File: src/common/xfc_consts.svh
// Register offsets, field positions and reset values of the transfer controller.
`ifndef XFC_CONSTS_SVH
`define XFC_CONSTS_SVH

// ----------------------------------------------------------------------------
// Bus register offsets (byte addresses)
// ----------------------------------------------------------------------------
`define XFC_OFS_EN_BASE 8'h00
`define XFC_OFS_INFO_BASE 8'h1C
`define XFC_OFS_STATUS 8'h20

// ----------------------------------------------------------------------------
// Reset values
// ----------------------------------------------------------------------------
`define XFC_EN_RESET 8'h00
`define XFC_INFO_BASE_RESET 24'h000000

// ----------------------------------------------------------------------------
// Register information layout in memory
// ----------------------------------------------------------------------------
`define XFC_SET_BYTES 24'h00000C
`define XFC_SLOT_SHIFT 6
`define XFC_LAST_WORD 2'h2
`define XFC_SIZE_INFO 2'h2

// ----------------------------------------------------------------------------
// Field positions of the mode words and the status register
// ----------------------------------------------------------------------------
`define XFC_MWB_LINK_NEXT 7
`define XFC_MWB_IRQ_EVERY 6
`define XFC_MWB_LINK_COND 5
`define XFC_MWA_SRC_MODE 7:6
`define XFC_MWA_DST_MODE 5:4
`define XFC_MWA_XFER_MODE 3:2
`define XFC_MWA_AREA_SIDE 1
`define XFC_MWA_UNIT_SIZE 0
`define XFC_STAT_BUSY 31
`define XFC_STAT_ENDED 30

`endif

File: src/common/xfc_pkg.sv
// Types shared by the transfer controller modules.
package xfc_pkg;

  typedef enum logic [7:0] {
    XFC_IDLE  = 8'h01,
    XFC_FETCH = 8'h02,
    XFC_SRC   = 8'h04,
    XFC_DST   = 8'h08,
    XFC_UPD   = 8'h10,
    XFC_BACK  = 8'h20,
    XFC_FIN   = 8'h40,
    XFC_GAP   = 8'h80
  } xfc_state_t;

  typedef enum logic [1:0] {
    XFC_NORMAL = 2'h0,
    XFC_REPEAT = 2'h1,
    XFC_BLOCK  = 2'h2,
    XFC_BAD    = 2'h3
  } xfc_mode_t;

endpackage

File: src/logic/xfc_ctrl.sv
// Transfer controller: enable bank, activation routing and transfer engine.
//
// The Wishbone register port and the address map are this design's own decisions.
`include "xfc_consts.svh"

module xfc_ctrl
  import xfc_pkg::*;
#(
  parameter int NUM_BANKS = 7,
  parameter int NUM_SRC = 8 * NUM_BANKS,
  parameter int IDX_W = $clog2(NUM_SRC)
)
(
  input wire logic clk_i,
  input wire logic rst_i,
  input wire logic wb_cyc_i,
  input wire logic wb_stb_i,
  input wire logic wb_we_i,
  input wire logic [7:0] wb_adr_i,
  input wire logic [3:0] wb_sel_i,
  input wire logic [31:0] wb_dat_i,
  output logic [31:0] wb_dat_o,
  output logic wb_ack_o,
  input wire logic [NUM_SRC-1:0] src_flag_i,
  output logic [NUM_SRC-1:0] cpu_req_o,
  output logic [NUM_SRC-1:0] flag_clr_o,
  output logic mem_req_o,
  output logic mem_we_o,
  output logic [1:0] mem_size_o,
  output logic [23:0] mem_addr_o,
  output logic [31:0] mem_wdata_o,
  input wire logic [31:0] mem_rdata_i,
  input wire logic mem_ack_i,
  output logic busy_o
);

  // --------------------------------------------------------------------------
  // Declarations
  // --------------------------------------------------------------------------
  logic [NUM_SRC-1:0] en_reg;
  logic [23:0] info_base_reg;
  logic [NUM_SRC-1:0] act_req;
  logic pick_any;
  logic [IDX_W-1:0] pick_idx;
  xfc_state_t state_reg;
  logic [IDX_W-1:0] idx_reg;
  logic [23:0] set_addr_reg;
  logic [1:0] wcnt_reg;
  logic [7:0] mwa_reg;
  logic [7:0] mwb_reg;
  logic [23:0] src_ptr_reg;
  logic [23:0] dst_ptr_reg;
  logic [15:0] cnt_a_reg;
  logic [15:0] cnt_b_reg;
  logic [15:0] data_reg;
  logic ended_reg;
  logic cnt_zero_reg;
  logic last_ended_reg;
  xfc_mode_t xfer_mode;
  logic unit_size;
  logic area_side;
  logic [15:0] cnt_a_next;
  logic [15:0] cnt_b_next;
  logic [7:0] inner_next;
  logic wrap;
  logic cnt_zero;
  logic ended;
  logic blk_more;
  logic [23:0] src_ptr_next;
  logic [23:0] dst_ptr_next;
  logic chain_go;
  logic end_clear;
  logic mem_state;
  logic mem_done;
  logic mem_we_next;
  logic [1:0] mem_size_next;
  logic [23:0] mem_addr_next;
  logic [31:0] mem_wdata_next;
  logic wb_write;
  logic [31:0] wb_rdata;

  function automatic logic addr_hit(input logic [7:0] adr,
                                    input logic [7:0] ofs);
    addr_hit = (adr[7:2] == ofs[7:2]);
  endfunction

  // --------------------------------------------------------------------------
  // Register bus slave
  // --------------------------------------------------------------------------
  // Writes land on the edge where the master samples ack high.
  assign wb_write = wb_cyc_i & wb_stb_i & wb_we_i & wb_ack_o;

  always_ff @(posedge clk_i)
  begin
    if (rst_i)
    begin
      wb_ack_o <= 1'b0;
      wb_dat_o <= 32'h00000000;
    end
    else
    begin
      wb_ack_o <= wb_cyc_i & wb_stb_i & ~wb_ack_o;
      if (wb_cyc_i && wb_stb_i && !wb_ack_o)
        wb_dat_o <= wb_rdata;
    end
  end

  // Unmapped offsets read as zero and ignore writes.
  always_comb
  begin
    wb_rdata = 32'h00000000;
    for (int k = 0; k < NUM_BANKS; k++)
    begin
      if (addr_hit(wb_adr_i, `XFC_OFS_EN_BASE + 8'(4 * k)))
        wb_rdata = {24'h000000, en_reg[8*k +: 8]};
    end
    if (addr_hit(wb_adr_i, `XFC_OFS_INFO_BASE))
      wb_rdata = {8'h00, info_base_reg};
    if (addr_hit(wb_adr_i, `XFC_OFS_STATUS))
    begin
      wb_rdata[`XFC_STAT_BUSY] = busy_o;
      wb_rdata[`XFC_STAT_ENDED] = last_ended_reg;
      wb_rdata[IDX_W-1:0] = idx_reg;
    end
  end

  always_ff @(posedge clk_i)
  begin
    if (rst_i)
      info_base_reg <= `XFC_INFO_BASE_RESET;
    else if (wb_write && addr_hit(wb_adr_i, `XFC_OFS_INFO_BASE))
    begin
      if (wb_sel_i[0])
        info_base_reg[7:0] <= wb_dat_i[7:0];
      if (wb_sel_i[1])
        info_base_reg[15:8] <= wb_dat_i[15:8];
      if (wb_sel_i[2])
        info_base_reg[23:16] <= wb_dat_i[23:16];
    end
  end

  // --------------------------------------------------------------------------
  // Activation enable bank
  // --------------------------------------------------------------------------
  // A software write in the same cycle as a hardware clear wins, so a
  // freshly armed source is never lost.
  always_ff @(posedge clk_i)
  begin
    if (rst_i)
      en_reg <= {NUM_BANKS{`XFC_EN_RESET}};
    else
    begin
      if (state_reg == XFC_FIN && !chain_go && end_clear)
        en_reg[idx_reg] <= 1'b0;
      for (int k = 0; k < NUM_BANKS; k++)
      begin
        if (wb_write && wb_sel_i[0]
            && addr_hit(wb_adr_i, `XFC_OFS_EN_BASE + 8'(4 * k)))
          en_reg[8*k +: 8] <= wb_dat_i[7:0];
      end
    end
  end

  // --------------------------------------------------------------------------
  // Source routing
  // --------------------------------------------------------------------------
  // Once the enable is cleared, the still-set source flag reaches the CPU.
  assign act_req = src_flag_i & en_reg;

  always_ff @(posedge clk_i)
  begin
    if (rst_i)
    begin
      cpu_req_o <= '0;
      flag_clr_o <= '0;
    end
    else
    begin
      cpu_req_o <= src_flag_i & ~en_reg;
      flag_clr_o <= '0;
      if (state_reg == XFC_FIN && !chain_go && !end_clear)
        flag_clr_o[idx_reg] <= 1'b1;
    end
  end

  xfc_pick #(
    .N(NUM_SRC),
    .IDX_W(IDX_W)
  ) u_pick (
    .req_i(act_req),
    .any_o(pick_any),
    .idx_o(pick_idx)
  );

  // --------------------------------------------------------------------------
  // Counters and pointers
  // --------------------------------------------------------------------------
  assign xfer_mode = xfc_mode_t'(mwa_reg[`XFC_MWA_XFER_MODE]);
  assign unit_size = mwa_reg[`XFC_MWA_UNIT_SIZE];
  assign area_side = mwa_reg[`XFC_MWA_AREA_SIDE];
  assign inner_next = cnt_a_reg[7:0] - 8'h01;

  // The prohibited mode code behaves as normal mode.
  always_comb
  begin
    cnt_a_next = cnt_a_reg - 16'h0001;
    cnt_b_next = cnt_b_reg;
    wrap = 1'b0;
    blk_more = 1'b0;
    cnt_zero = (cnt_a_next == 16'h0000);
    ended = cnt_zero;
    case (xfer_mode)
      XFC_REPEAT:
      begin
        wrap = (inner_next == 8'h00);
        cnt_a_next = {cnt_a_reg[15:8], wrap ? cnt_a_reg[15:8] : inner_next};
        cnt_zero = wrap;
        ended = 1'b0;
      end
      XFC_BLOCK:
      begin
        wrap = (inner_next == 8'h00);
        cnt_a_next = {cnt_a_reg[15:8], wrap ? cnt_a_reg[15:8] : inner_next};
        cnt_b_next = wrap ? cnt_b_reg - 16'h0001 : cnt_b_reg;
        cnt_zero = wrap && (cnt_b_next == 16'h0000);
        ended = cnt_zero;
        blk_more = !wrap;
      end
      default:
      begin
        cnt_zero = (cnt_a_next == 16'h0000);
      end
    endcase
  end

  // The repeat or block area returns to its start when the inner count wraps.
  xfc_ptr_step u_src_step (
    .ptr_i(src_ptr_reg),
    .mode_i(mwa_reg[`XFC_MWA_SRC_MODE]),
    .size_i(unit_size),
    .restore_i(wrap & area_side),
    .reload_i(cnt_a_reg[15:8]),
    .ptr_o(src_ptr_next)
  );

  xfc_ptr_step u_dst_step (
    .ptr_i(dst_ptr_reg),
    .mode_i(mwa_reg[`XFC_MWA_DST_MODE]),
    .size_i(unit_size),
    .restore_i(wrap & ~area_side),
    .reload_i(cnt_a_reg[15:8]),
    .ptr_o(dst_ptr_next)
  );

  // Mode word B bits 4 to 0 feed only the write-back of the mode word.
  assign chain_go = mwb_reg[`XFC_MWB_LINK_NEXT]
    && (!mwb_reg[`XFC_MWB_LINK_COND] || cnt_zero_reg);
  assign end_clear = mwb_reg[`XFC_MWB_IRQ_EVERY] || ended_reg;

  // --------------------------------------------------------------------------
  // Memory port
  // --------------------------------------------------------------------------
  assign mem_state = (state_reg == XFC_FETCH) || (state_reg == XFC_SRC)
    || (state_reg == XFC_DST) || (state_reg == XFC_BACK);
  assign mem_done = mem_req_o & mem_ack_i;

  always_comb
  begin
    mem_we_next = 1'b0;
    mem_size_next = `XFC_SIZE_INFO;
    mem_addr_next = set_addr_reg + {20'h00000, wcnt_reg, 2'h0};
    mem_wdata_next = 32'h00000000;
    case (state_reg)
      XFC_SRC:
      begin
        mem_size_next = {1'b0, unit_size};
        mem_addr_next = src_ptr_reg;
      end
      XFC_DST:
      begin
        mem_we_next = 1'b1;
        mem_size_next = {1'b0, unit_size};
        mem_addr_next = dst_ptr_reg;
        mem_wdata_next = {16'h0000, data_reg};
      end
      XFC_BACK:
      begin
        mem_we_next = 1'b1;
        case (wcnt_reg)
          2'h0: mem_wdata_next = {mwa_reg, src_ptr_reg};
          2'h1: mem_wdata_next = {mwb_reg, dst_ptr_reg};
          default: mem_wdata_next = {cnt_a_reg, cnt_b_reg};
        endcase
      end
      default:
      begin
        mem_we_next = 1'b0;
      end
    endcase
  end

  // The request drops for at least one cycle after each ack before the next one.
  always_ff @(posedge clk_i)
  begin
    if (rst_i)
    begin
      mem_req_o <= 1'b0;
      mem_we_o <= 1'b0;
      mem_size_o <= 2'h0;
      mem_addr_o <= 24'h000000;
      mem_wdata_o <= 32'h00000000;
    end
    else if (mem_done)
      mem_req_o <= 1'b0;
    else if (mem_state && !mem_req_o)
    begin
      mem_req_o <= 1'b1;
      mem_we_o <= mem_we_next;
      mem_size_o <= mem_size_next;
      mem_addr_o <= mem_addr_next;
      mem_wdata_o <= mem_wdata_next;
    end
  end

  // --------------------------------------------------------------------------
  // Transfer sequencer
  // --------------------------------------------------------------------------
  always_ff @(posedge clk_i)
  begin
    if (rst_i)
    begin
      state_reg <= XFC_IDLE;
      idx_reg <= '0;
      set_addr_reg <= 24'h000000;
      wcnt_reg <= 2'h0;
      mwa_reg <= 8'h00;
      mwb_reg <= 8'h00;
      src_ptr_reg <= 24'h000000;
      dst_ptr_reg <= 24'h000000;
      cnt_a_reg <= 16'h0000;
      cnt_b_reg <= 16'h0000;
      data_reg <= 16'h0000;
      ended_reg <= 1'b0;
      cnt_zero_reg <= 1'b0;
      last_ended_reg <= 1'b0;
      busy_o <= 1'b0;
    end
    else
    begin
      busy_o <= (state_reg != XFC_IDLE) || pick_any;
      case (state_reg)
        XFC_IDLE:
        begin
          if (pick_any)
          begin
            idx_reg <= pick_idx;
            set_addr_reg <= info_base_reg
              + (24'(pick_idx) << `XFC_SLOT_SHIFT);
            wcnt_reg <= 2'h0;
            state_reg <= XFC_FETCH;
          end
        end
        XFC_FETCH:
        begin
          if (mem_done)
          begin
            case (wcnt_reg)
              2'h0: {mwa_reg, src_ptr_reg} <= mem_rdata_i;
              2'h1: {mwb_reg, dst_ptr_reg} <= mem_rdata_i;
              default: {cnt_a_reg, cnt_b_reg} <= mem_rdata_i;
            endcase
            if (wcnt_reg == `XFC_LAST_WORD)
              state_reg <= XFC_SRC;
            else
              wcnt_reg <= wcnt_reg + 2'h1;
          end
        end
        XFC_SRC:
        begin
          if (mem_done)
          begin
            data_reg <= unit_size ? mem_rdata_i[15:0]
                                  : {8'h00, mem_rdata_i[7:0]};
            state_reg <= XFC_DST;
          end
        end
        XFC_DST:
        begin
          if (mem_done)
            state_reg <= XFC_UPD;
        end
        XFC_UPD:
        begin
          src_ptr_reg <= src_ptr_next;
          dst_ptr_reg <= dst_ptr_next;
          cnt_a_reg <= cnt_a_next;
          cnt_b_reg <= cnt_b_next;
          ended_reg <= ended;
          cnt_zero_reg <= cnt_zero;
          wcnt_reg <= 2'h0;
          state_reg <= blk_more ? XFC_SRC : XFC_BACK;
        end
        XFC_BACK:
        begin
          if (mem_done)
          begin
            if (wcnt_reg == `XFC_LAST_WORD)
              state_reg <= XFC_FIN;
            else
              wcnt_reg <= wcnt_reg + 2'h1;
          end
        end
        XFC_FIN:
        begin
          if (chain_go)
          begin
            // No end check and no clearing on a linked set.
            set_addr_reg <= set_addr_reg + `XFC_SET_BYTES;
            wcnt_reg <= 2'h0;
            state_reg <= XFC_FETCH;
          end
          else
          begin
            last_ended_reg <= ended_reg;
            state_reg <= XFC_GAP;
          end
        end
        XFC_GAP:
        begin
          // Gives the source time to drop its flag before the next pick.
          state_reg <= XFC_IDLE;
        end
        default:
        begin
          state_reg <= XFC_IDLE;
        end
      endcase
    end
  end

endmodule

File: src/logic/xfc_pick.sv
// Fixed-priority picker of pending activation requests.
module xfc_pick #(
  parameter int N = 56,
  parameter int IDX_W = 6
)
(
  input wire logic [N-1:0] req_i,
  output logic any_o,
  output logic [IDX_W-1:0] idx_o
);

  // The lowest index wins, so the scan runs downward.
  always_comb
  begin
    any_o = 1'b0;
    idx_o = '0;
    for (int i = N - 1; i >= 0; i--)
    begin
      if (req_i[i])
      begin
        any_o = 1'b1;
        idx_o = IDX_W'(i);
      end
    end
  end

endmodule

File: src/logic/xfc_ptr_step.sv
// Next value of one 24-bit pointer after a data unit.
module xfc_ptr_step (
  input wire logic [23:0] ptr_i,
  input wire logic [1:0] mode_i,
  input wire logic size_i,
  input wire logic restore_i,
  input wire logic [7:0] reload_i,
  output logic [23:0] ptr_o
);

  logic [23:0] step;
  logic [23:0] span;

  // A restore walks the pointer back over the whole area it just swept.
  always_comb
  begin
    step = size_i ? 24'h000002 : 24'h000001;
    span = {15'h0000, (reload_i == 8'h00), reload_i} << size_i;
    ptr_o = ptr_i;
    if (mode_i[1])
    begin
      if (!mode_i[0])
        ptr_o = ptr_i + step - (restore_i ? span : 24'h000000);
      else
        ptr_o = ptr_i - step + (restore_i ? span : 24'h000000);
    end
  end

endmodule

File: config.mk
export PLATFORM = sky130hd
export DESIGN_NAME = xfc_ctrl
export DESIGN_NICKNAME = d
export VERILOG_FILES = /design/src/common/xfc_pkg.sv /design/src/logic/xfc_ctrl.sv /design/src/logic/xfc_pick.sv /design/src/logic/xfc_ptr_step.sv
export VERILOG_INCLUDE_DIRS = /design/src /design/src/common
export SDC_FILE = /design/constraint.sdc
export NUM_CORES = 1
export LEC_CHECK = 0
export ABC_CLOCK_PERIOD_IN_PS = 12910
export BUFFER_PORTS_ARGS = -buffer_cell sky130_fd_sc_hd__clkbuf_2
export CORE_UTILIZATION = 30
export DETAILED_ROUTE_END_ITERATION = 6
export PLACE_DENSITY = 0.54
export SLEW_MARGIN = 20
export SYNTH_ARGS = -nofsm -noshare
export SYNTH_HDL_FRONTEND = slang
export SYNTH_SLANG_ARGS = --single-unit
File: constraint.sdc
create_clock -name clk_i -period 12.91 [get_ports clk_i]
set_input_delay 1.291 -clock clk_i [delete_from_list [all_inputs] [get_ports clk_i]]
set_output_delay 1.291 -clock clk_i [all_outputs]
set_load 0.01 [all_outputs]
After elaboration in Yosys (flattened, before gate mapping). Index checks and enable logic that the tools add are counted.

Reductions and logical operators: 70. Add/sub/neg operators: 15. Bitwise operators: 17. Order comparisons: 2. Equality and inequality tests: 37. Shift-type cells: 1. Mux-type cells: 183.

Operators with widths (count): $mux 6 (58); $mux 24 (12); $mux 32 (7); $pmux 24 s2 (4); $and 56x56->56 (3); $mux 8 (17); $mux 16 (8); $pmux 32 s2 (2); $not 56->56 (2); $add 24x24->24 (4); $sub 24x24->24 (4); $pmux 16 s2 (2); $mux 1 (60); $mux 56 (1); $pmux 8 s7 (1); $logic_not 16->1 (2); $sub 16x1->16 const B (2); $add 24x12->24 (1); $add 24x4->24 (1); $add 24x4->24 const B (1); $eq 6x3->1 const B (4); $shl 9x1->24 (1); $ne 2x2->1 const B (11); $logic_and 1x1->1 (18); 37 further kinds (99).

Logic and storage cells: 360. Output and inout bits: 206. Flip-flop bits (word level): 441. Bits of input ports: 138.

Logic depth before layout (Yosys ltp). Gate-level depths: netlist of run 1.

Word-level depth: 60. Depth in mapped cells: 26. Gate-level depth less buffers: 24.

Cells and area by module. From an unflattened synthesis of run 1, not the netlist that was laid out.

Cell total of the unflattened synthesis: 3367. Area, all modules: 26075.0 um^2.

Modules (own cells, without submodules): xfc_ctrl (seq. area each 8708.4 um^2, area an instance 19762.7 um^2, cells each 2432, times used 1); xfc_ptr_step at u_src_step (seq. area each 0.0 um^2, area an instance 2850.2 um^2, cells each 408, times used 1); xfc_ptr_step at u_dst_step (seq. area each 0.0 um^2, area an instance 2761.4 um^2, cells each 409, times used 1); xfc_pick (seq. area each 0.0 um^2, area an instance 700.7 um^2, cells each 118, times used 1).

Worst setup path before layout of run 1. OpenSTA, ideal clock, no wires.

Path kind: register -> register. Start point: register cnt_a_reg[0]. End point: register dst_ptr_reg[19]. Data required time: 12.824 ns. Buffers on the path: 1. Stages on the path, launching flop included: 22. Library setup time: 0.086 ns. Arrival time: 5.182 ns. Period minus slack after synthesis: 5.268 ns. Slack: 7.642 ns. Cells stage by stage: dfxtp_1 > buf_6 > or4_4 > o31ai_2 > a31o_2 > nand4_1 > nor3_1 > nand2_1 > inv_1 > fa_1 > inv_1 > ha_1 > a211oi_1 > nor2_1 > o21a_1 > o31a_1 > a31oi_1 > o21ai_1 > o31a_1 > a211oi_1 > a211oi_1 > a211oi_1.

Longest elaborated chain between the ends: 9. Elaborated cells between the ends (all ways): 10. Those cells by class: add/sub: 3; mux: 5; bitwise: 1; reduce/logical: 1.

Ends and longest elaborated chain: from (decl) (RTL line xfc_ctrl.sv:53) `logic [15:0] cnt_a_reg;`; from (signal assigned) (RTL line xfc_ctrl.sv:370) `default: {cnt_a_reg, cnt_b_reg} <= mem_rdata_i;`; from (signal assigned) (RTL line xfc_ctrl.sv:396) `cnt_a_reg <= cnt_a_next;`; $sub 8x1->8 * (RTL line xfc_ctrl.sv:201) `assign inner_next = cnt_a_reg[7:0] - 8'h01;`; $logic_not 8->1 * (RTL line xfc_ctrl.sv:215, xfc_ctrl.sv:222); $mux 1 *; $and 1x1->1 * (RTL line xfc_ctrl.sv:250) `.restore_i(wrap & ~area_side),`; $mux 24 * (RTL line xfc_ptr_step.sv:23, xfc_ptr_step.sv:25); $sub 24x24->24 / $add 24x24->24 (equally long branches) (RTL line xfc_ptr_step.sv:23, xfc_ptr_step.sv:25); $mux 24 * (RTL line xfc_ptr_step.sv:22) `if (!mode_i[0])`; $mux 24 * (RTL line xfc_ptr_step.sv:20) `if (mode_i[1])`; $pmux 24 s2 * (RTL line xfc_ctrl.sv:351) `case (state_reg)`; to (signal assigned) (RTL line xfc_ctrl.sv:369) `2'h1: {mwb_reg, dst_ptr_reg} <= mem_rdata_i;`; to (signal assigned) (RTL line xfc_ctrl.sv:395) `dst_ptr_reg <= dst_ptr_next;`; to (decl) (RTL line xfc_ctrl.sv:52) `logic [23:0] dst_ptr_reg;`.

Mark *: on every way between the ends. The rest lies on a longest branch, timed or not. The select of a mux whose other input is x is not followed. A chain may end at the register's enable or synchronous reset.

Worst setup path after layout of run 1.
Start point: register cnt_a_reg[1]. End point: register src_ptr_reg[21].

Longest elaborated chain between the ends: 9. Elaborated cells between the ends (all ways): 10. Those cells by class: add/sub: 3; mux: 5; bitwise: 1; reduce/logical: 1.

Ends and longest elaborated chain: $sub 8x1->8 * (RTL line xfc_ctrl.sv:201); $logic_not 8->1 * (RTL line xfc_ctrl.sv:215, xfc_ctrl.sv:222); $mux 1 *; $and 1x1->1 * (RTL line xfc_ctrl.sv:241) `.restore_i(wrap & area_side),`; $mux 24 * (RTL line xfc_ptr_step.sv:23, xfc_ptr_step.sv:25); $sub 24x24->24 / $add 24x24->24 (equally long branches) (RTL line xfc_ptr_step.sv:23, xfc_ptr_step.sv:25); $mux 24 * (RTL line xfc_ptr_step.sv:22); $mux 24 * (RTL line xfc_ptr_step.sv:20); $pmux 24 s2 * (RTL line xfc_ctrl.sv:351); to (signal assigned) (RTL line xfc_ctrl.sv:368) `2'h0: {mwa_reg, src_ptr_reg} <= mem_rdata_i;`; to (signal assigned) (RTL line xfc_ctrl.sv:394) `src_ptr_reg <= src_ptr_next;`; to (decl) (RTL line xfc_ctrl.sv:51) `logic [23:0] src_ptr_reg;`.

Marked as above.

==> results of run 1 <==
[metrics by stage]
step	worst slack (ns)	hold slack (ns)	total power, mW
final	5.669	0.4516	3.449
after global routing	5.278	0.4648	3.562
after CTS	5.806	0.4529	3.473
after detailed placement	5.847	0.4438	1.810
after global placement	5.840	0.4393	1.810
after floorplan	7.642	0.4320	1.648
[logic make-up after synthesis]
kind of cell,count (synthesis),synth area share [%]
simple gates,1231,23.29
compound gates,874,23.05
flops,435,35.59
buf+inv,330,5.241
fa+ha+maj,129,6.903
xor+xnor,87,3.114
mux,58,2.807
other cells,1,0.01533
[area by class of cell]
cell class	count	area (µm²)	share of cell area (%)
timing repair buffer	354	1864	6.445
sequential	435	8708	30.11
tap	1060	1326	4.585
multi-input combinational	2385	14590	50.44
inverter	130	488.0	1.687
antenna	1	2.502	0.008652
clock buffer	61	1375	4.754
clock inverter	37	570.5	1.973
[critical path, cell delays in order, from the launching register on]
cell	delay, ns
sky130_fd_sc_hd__dfxtp_1	0.36
sky130_fd_sc_hd__inv_1	0.12
sky130_fd_sc_hd__ha_1	0.22
sky130_fd_sc_hd__nand3_1	0.25
sky130_fd_sc_hd__o21ai_0	0.37
sky130_fd_sc_hd__nand4_1	0.58
sky130_fd_sc_hd__nor2_1	0.83
sky130_fd_sc_hd__and2_1	0.57
sky130_fd_sc_hd__nand2_1	0.18
sky130_fd_sc_hd__inv_1	0.10
sky130_fd_sc_hd__fa_1	0.49
sky130_fd_sc_hd__inv_1	0.12
sky130_fd_sc_hd__ha_1	0.16
sky130_fd_sc_hd__a211oi_1	0.09
sky130_fd_sc_hd__o21ai_0	0.24
sky130_fd_sc_hd__o2111ai_1	0.27
sky130_fd_sc_hd__o211ai_1	0.34
sky130_fd_sc_hd__a31oi_1	0.19
sky130_fd_sc_hd__o21ai_0	0.64
sky130_fd_sc_hd__a21boi_0	0.35
sky130_fd_sc_hd__a311o_1	0.39
sky130_fd_sc_hd__o21ai_0	0.08
sky130_fd_sc_hd__a31oi_1	0.11
[worst min-delay path by stage]
stage	endpoint	slack, ns	from	cells after the start
global placement	data_reg[15]	0.44	data_reg[15]	2
global route	wb_dat_o[10]	0.46	wb_dat_o[10]	2
floorplan	data_reg[10]	0.43	data_reg[10]	2
CTS	data_reg[15]	0.45	data_reg[15]	2
finish	mwb_reg[2]	0.45	mwb_reg[2]	2
detailed placement	mem_wdata_o[26]	0.44	mem_wdata_o[26]	2
[per-layer routing]
metal	part of all wire, %	vias up	GRT usage (%)
li1	-	11660	-
met1	43	11680	30.80
met2	45	946	37.02
met3	8.0	162	4.691
met4	3.2	0	7.447
met5	0	-	0
[where the power goes]
part           internal, mW  switching [mW]  total [mW]
Clock                 0.995           0.672        1.67
Sequential             1.39          0.0368        1.43
Combinational         0.117           0.239       0.356
[layout by cell type (no fill, tap or decap), drive strengths merged, types with 11 or more instances in the layout]
master	instances
bufinv	11
nor2	378
mux2	15
nand2b	21
a21o	19
clkinv	20
nor4	22
a31oi	26
o22ai	12
a211oi	80
nor3b	70
dfxtp	435
nor2b	26
o21a	25
and2	23
a22oi	79
o21ai	154
or3	19
nand3	99
buf	29
clkbuf	386
o211ai	54
nand4	18
inv	131
mux2i	36
nor3	76
xnor2	52
ha	119
xor2	35
and3	22
a21oi	276
o31ai	12
nand2	414
a221oi	43
==> flow_results.org, run 1 <==
** Final layout
- Final non-filler cell total :: 4463
- From synthesis to final layout, the design area changed by 18.20%.
- For this run, the share of the core covered by cells in the final layout is 35.85%.
- After routing the design area is 0.02892 mm².
- Fill cells in the final layout number 8608.
- For this run, the post-layout net count is 3625.
- Of the cells placed in the final design, the portion with a size suffix greater than 1 is 14.84%.

** Place
- Placer's final routability congestion estimate :: 0.9274
- Buffers on Ports :: 326
- In this run the cell area measured after placement is 0.02697 mm².
- Once detailed placement completed, the half-perimeter wirelength came to 72420 µm.
- Number of cells in the design after placement :: 4364

** Worst setup path
- R2r setup slk :: 5.67 ns
- Data required time of the worst path :: 13.39 ns
- The number of cells on the worst reg-to-reg path is 22.
- The endpoint identified for the worst register-to-register timing path is src_ptr_reg[21].
- Type of element launching the critical path :: flop
- STA classifies the critical path endpoint as a flop.
- Destination of the critical timing path :: src_ptr_reg[21]
- Source of the critical timing path :: cnt_a_reg[1]
- The critical path in this run is classified as flop to flop.
- Crit Reg-Reg Startpoint :: cnt_a_reg[1]
- Worst Path Max Fanout :: 12
- Data on the critical path arrives at its endpoint at 7.72 ns.

** Logic synthesis
- Yosys warning total :: 0
- In the synthesized netlist the dominant register cell turns out to be sky130_fd_sc_hd__dfxtp_1.
- The synthesized design contains 435 register bits.
- Summed over its instances, the top area cell type makes up 35.59% of the synthesized netlist area.
- Most instantiated library cell after synthesis :: sky130_fd_sc_hd__dfxtp_1
- sky130_fd_sc_hd__dfxtp_1 takes more of the synthesized area than any other cell.
- Area of the mapped netlist :: 0.02447 mm²
- After synthesis, the mean cell area works out to 7.781 µm².
- Counting flops with a built-in enable in the synthesized netlist gives 0.
- Number of library cell types mapped by synthesis :: 85
- Most instantiated cells after synthesis :: 435 x sky130_fd_sc_hd__dfxtp_1, 414 x sky130_fd_sc_hd__nand2_1, 378 x sky130_fd_sc_hd__nor2_1
- Cell count after synthesis :: 3145
- Post-synthesis async set-or-reset flop share :: 0%
- Post-synthesis sequential area ratio :: 35.59%
- In the post-synthesis netlist, the biggest area contributors are sky130_fd_sc_hd__dfxtp_1 36%, sky130_fd_sc_hd__nand2_1 6.4%, sky130_fd_sc_hd__ha_1 6.1%, sky130_fd_sc_hd__nor2_1 5.8%, sky130_fd_sc_hd__a21oi_1 5.6%.

** CTS
- In this run the clock root is driven by a sky130_fd_sc_hd__clkbuf_16.
- The clock reaches the later pin of the worst-skew pair after 0.66 ns.
- The tree built by TritonCTS fans out to 435 sinks.
- The clock passes through at most 3 buffers.
- In this run the number of H-tree levels came out at 2.
- The number of hold buffers added after CTS was 0.
- In this run, CTS created clock tree buffers numbering 52.
- After clock tree synthesis, the clock-pin slew on the worst setup and hold paths is 0.07 ns.
- TritonCTS built the clock tree.
- After clock tree synthesis, the repair step resized 0 gates.
- Post-CTS timing repair inserted 0 buffers for setup.

** Power and ir drop
- IR analysis of the VDD net gives a maximum drop of 0.09145 mV.
- In this run the power density over the cells is 119.2 mW/mm².
- Summed over all cells, the static leakage comes to 11.38 nW.

** Timing
- Final period util :: 56.09%
- The number of pins exceeding their max-slew limit in the final report was 0.
- The number of hold-slack violations in the final timing report came to 0.
- Worst-Margin Slew :: 1.115 ns
- Final-layout setup total negative slack :: 0 ns
- Final min period :: 7.241 ns
- Setup repair after global routing left no endpoint under its margin.
- Skew final :: 0.08782 ns
- Maximum achievable frequency :: 138.1 MHz
- The worst pin sits at a relative slew slack of 25.50%.
- Setup violations remaining at the end of the flow were counted as 0.

** Die
- Die extent in y :: 287.6 µm
- Top-level port count :: 344
- Standard cell core area :: 0.08068 mm²
- After floorplanning, the core was divided into 104 placement rows.
- The die covers 0.08271 mm².
- Initial Utilization :: 30.33%
- Die X :: 287.6 µm

** Routing
- Once detail routing completed, the nets flagged for antenna violations numbered 0.
- In the routed layout, each cell is associated on average with a via count of 5.476.
- Router iterations before antenna repair :: 7
- The routed design has 98630 µm of wire.
- Dividing the detail-routed wire length by the instance count gives 22.10 µm.
- Summing over every cut layer, the via total after detailed routing is 24440.
- DRC violation count after routing :: 41
- First-iteration detailed-routing DRC count :: 2382

** Flow run
- Max-cap violations in this run came to 0.

** Global route
- Entering global routing, the biggest net connects 166 pins.
- The initial antenna violation count is 1.
- The first global-routing pass estimated 146100 µm of wire.
- The via count of the first global-routing pass was 22590.
- Global routing consumed, over all layers together, 23.09% of the routing resources.
- The total overflow left after global routing is 0.

** Outcome
- The run finished, with violations left.
- The checks that failed: design-rule violations.

** Hold path
- Hold Crit Class :: flop to flop
Note: power is estimated with default switching activity, not from simulation.
==> inputs of run 2 (changes only) <==
- ABC_CLOCK_PERIOD_IN_PS: 12910 -> 7200
- clock period: 12.91 -> 7.2 ns (I/O delays scaled with it)
==> flow_results.org, run 2 (same netlist as run 1, synthesis figures left out) <==
** Routing
- Via density per instance :: 5.478 (about the same)
- Wire length on met2 :: 44110 µm (-1.4%)
- DRC violation count after routing :: 40 (-2.4%)
- The iteration count of the initial detailed-routing pass came to 7 (unchanged).
- Highest signal layer in the routed design :: met5
- The number of nets with antenna violations after routing came to 0 (unchanged).
- The via count of the routed design is 24440 (-0.0041%).
- Length of routed met3 wiring :: 7315 µm (-7.3%)
- Routed length on met1 :: 43940 µm (+2.5%)
- Final Routed Wirelength :: 99020 µm (+0.39%)
- The number of DRC markers after the initial detailed-route iteration came to 2239 (-6.0%).
- The routed length per instance came to 22.20 µm (+0.44%).

** Hold path
- The tightest min-delay check is of the primary input to flop type.
- Cell depth of the worst min-delay path :: 3 (+1)

** Timing
- The setup total negative slack came to 0 ns (unchanged).
- Post-Route Hold Slack :: 0.3152 ns (-0.1365 ns)
- The share of the cycle needed by the critical path after routing was 87.80% (+32 points).
- Skew final :: 0.04051 ns (-0.04730 ns)
- Setup WS post-layout :: 0.8783 ns (-4.790 ns)
- Final count of hold timing violations :: 0 (unchanged)
- The timing-limited maximum frequency was 158.2 MHz (+15%).
- Final-report max-slew violation count :: 0 (unchanged)
- The transition time at the pin with the least slew margin is 1.150 ns (+0.03509 ns).
- The clock period minus final worst setup slack came to 6.322 ns (-0.9198 ns).
- Setup repair after global routing left no endpoint under its margin.
- The final setup violation count was 0 (unchanged).
- The relative slew slack came to 23.11% (-2.4 points).

** Power and ir drop
- Sum of internal, switching and leakage power :: 6.093 mW (+77%)
- The power density over the cells is 210.9 mW/mm² (+77%).
- The leakage power figure was 11.37 nW (-0.11%).
- Worst VDD drop :: 0.1943 mV (+110%)

** Outcome
- The checks that failed: design-rule violations.
- The flow ran to the end, but the final reports show violations.

** Final layout
- Compared with the post-synthesis result, the final layout area differs by 18.05%.
- The final cell utilization of the core was 35.80% (-0.046 points).
- Most frequent standard cell in the layout excluding fill and tap cells :: sky130_fd_sc_hd__dfxtp_1
- The filler cell count in the final layout is 8601 (-0.081%).
- Nets :: 3631 (+0.17%)
- Most used cells in the layout excluding fill and tap cells :: 435 x sky130_fd_sc_hd__dfxtp_1, 414 x sky130_fd_sc_hd__nand2_1, 375 x sky130_fd_sc_hd__nor2_1, 325 x sky130_fd_sc_hd__clkbuf_2, 273 x sky130_fd_sc_hd__a21oi_1
- The proportion of layout cells with a drive suffix above 1 was 14.77% (-0.075 points).

** Global route
- The initial antenna violation count is 3 (+2).
- The overall overflow remaining after global route came to 0 (unchanged).
- GRT Total Usage :: 23.14% (+0.055 points)
- The via count of the first global-routing pass is 22380 (-0.91%).
- The pin count of the biggest net entering global routing was 136 (-18%).
- The first-pass GRT wire length was 145800 µm (-0.20%).

** Worst setup path
- Critical setup path kind :: flop to flop
- The worst setup slack for register-to-register paths is 0.88 ns (-4.79 ns).
- STA classifies the critical path startpoint as a flop.
- Destination of the critical timing path :: src_ptr_reg[21]
- Among cell families on the critical path, the largest total delay comes from compound AO/OA/AOI/OAI gates.
- On the critical path, the stage with the largest delay is an instance of sky130_fd_sc_hd__or4_4.
- The worst register-to-register path ends at src_ptr_reg[21].
- Worst Path Max Fanout :: 12 (unchanged)
- The worst register-to-register path begins at cnt_a_reg[0].
- Cells along the critical path :: or4_4, or4_1, a31o_2, nand4_1, buf_4, nor2_1, buf_4, and2_1, nand2_1, inv_1, fa_1, inv_1, ha_1, a211oi_1, o21ai_0, o2111ai_1, o211ai_1, a31oi_1, o21ai_0, a21boi_0, a311o_1, o21ai_0, a31oi_1
- Number of buffer and inverter stages on the critical path :: 4 (+1)
- The required arrival time at the worst endpoint is 7.69 ns (-5.70 ns).
- Source of the critical timing path :: cnt_a_reg[0]
- Reg2reg path depth :: 23 (+4.5%)
- The delay contributed by the slowest stage of the critical path was 0.61 ns (-0.22 ns).
- The total number of cells along the worst setup path was 23 (+4.5%).
- STA classifies the critical path endpoint as a flop.
- Top cell by count, worst path :: sky130_fd_sc_hd__o21ai_0
- Worst EP arrival :: 6.81 ns (-0.91 ns)

** CTS
- Setup bufs post-CTS :: 0 (unchanged)
- TritonCTS built the clock tree.
- The maximum number of buffers from clock root to sink was 3 (unchanged).
- Clock Pin Slew Worst Setup and Hold Paths :: 0.06 ns (about the same)
- Buffer type at the clock tree root :: sky130_fd_sc_hd__clkbuf_16
- CTS Sinks :: 435 (unchanged)
- Clock buffers created by TritonCTS :: 51 (-1.9%)
- Count of hold-fix buffers inserted at cts :: 0 (unchanged)
- The number of resized instances in the post-cts repair step came to 0 (unchanged).
- The maximum level of the CTS H-tree is 2 (unchanged).
- The clock latency at the later pin of the worst-skew pair came to 0.65 ns (about the same).

** Die
- Die X :: 287.6 µm (unchanged)
- Standard cell core area :: 0.08068 mm² (unchanged)
- Die extent in y :: 287.6 µm (unchanged)
- Core Rows :: 104 (unchanged)
- Initial Utilization :: 30.33% (unchanged)
- Area of the die :: 0.08271 mm² (unchanged)
- The number of primary I/O pins was 344 (unchanged).

** Place
- Buffers on Ports :: 326 (unchanged)
- Detailed Place HPWL :: 73320 µm (+1.2%)
- The pre-CTS setup slack was 1.058 ns (-4.790 ns).
- Placer's final routability congestion estimate :: 0.9174 (-1.1%)

** Flow run
- MaxCap Viol Count :: 0 (unchanged)
## run 2: changes by cell type in the layout (fill, tap and decap cells not counted), moves of 2 or more
cell                         change
sky130_fd_sc_hd__buf_4           +7
sky130_fd_sc_hd__clkinv_4        -4
sky130_fd_sc_hd__clkinvlp_4      -2
sky130_fd_sc_hd__clkbuf_8        +9
sky130_fd_sc_hd__clkinv_2        -8
sky130_fd_sc_hd__bufinv_16       -3
## run 2: worst register-to-register path, stage by stage (launching register included)
cell                        delay, ns
sky130_fd_sc_hd__dfxtp_1         0.40
sky130_fd_sc_hd__or4_4           0.61
sky130_fd_sc_hd__or4_1           0.41
sky130_fd_sc_hd__a31o_2          0.26
sky130_fd_sc_hd__nand4_1         0.09
sky130_fd_sc_hd__buf_4           0.20
sky130_fd_sc_hd__nor2_1          0.06
sky130_fd_sc_hd__buf_4           0.18
sky130_fd_sc_hd__and2_1          0.32
sky130_fd_sc_hd__nand2_1         0.17
sky130_fd_sc_hd__inv_1           0.06
sky130_fd_sc_hd__fa_1            0.58
sky130_fd_sc_hd__inv_1           0.09
sky130_fd_sc_hd__ha_1            0.30
sky130_fd_sc_hd__a211oi_1        0.09
sky130_fd_sc_hd__o21ai_0         0.23
sky130_fd_sc_hd__o2111ai_1       0.24
sky130_fd_sc_hd__o211ai_1        0.32
sky130_fd_sc_hd__a31oi_1         0.17
sky130_fd_sc_hd__o21ai_0         0.50
sky130_fd_sc_hd__a21boi_0        0.33
sky130_fd_sc_hd__a311o_1         0.38
sky130_fd_sc_hd__o21ai_0         0.09
sky130_fd_sc_hd__a31oi_1         0.11
## run 2: worst min-delay path by stage
stage,from,to
6_report,wb_dat_i[11],info_base_reg[11]
5_1_grt,wb_dat_i[10],info_base_reg[10]
4_1_cts,wb_dat_i[11],info_base_reg[11]
3_5_place_dp,wb_dat_o[31],wb_dat_o[31]
3_3_place_gp,data_reg[8],data_reg[8]
2_1_floorplan,data_reg[10],data_reg[10]
## run 2: area by class of cell
type | count | area (µm²) | share of cell area, %
Tap cell | 1060 | 1326 | 4.591
Inverter | 130 | 488.0 | 1.689
Clock buffer | 68 | 1470 | 5.089
Multi-Input combinational cell | 2385 | 14580 | 50.48
Antenna cell | 2 | 5.005 | 0.01733
Sequential cell | 435 | 8708 | 30.15
Timing Repair Buffer | 361 | 1917 | 6.636
Clock inverter | 20 | 390.4 | 1.351
## run 2: routing by layer
| layer | vias to the layer above | GRT usage, % |
|---|---|---|
| met5 | - | 0 |
| met4 | 4 | 8.324 |
| met3 | 186 | 4.596 |
| met2 | 926 | 36.46 |
| met1 | 11660 | 31.14 |
| li1 | 11660 | - |
## run 2: power by group
| group | leakage, nW | total [mW] | switching [mW] | internal [mW] |
|---|---|---|---|---|
| Clock | 0.899 | 2.90 | 1.17 | 1.73 |
| Sequential | 3.52 | 2.56 | 0.0702 | 2.49 |
| Combinational | 6.94 | 0.631 | 0.422 | 0.209 |
| Total | 11.4 | 6.09 | 1.67 | 4.43 |
## run 2: per-stage QoR
| step | cell area [µm²] | std cells |
|---|---|---|
| finish | 28890 | 4461 |
| global placement | 27020 | 4371 |
| detailed placement | 27020 | 4371 |
| CTS | 28880 | 4459 |
| global route | 28880 | 4459 |
| floorplan | 24490 | 3150 |
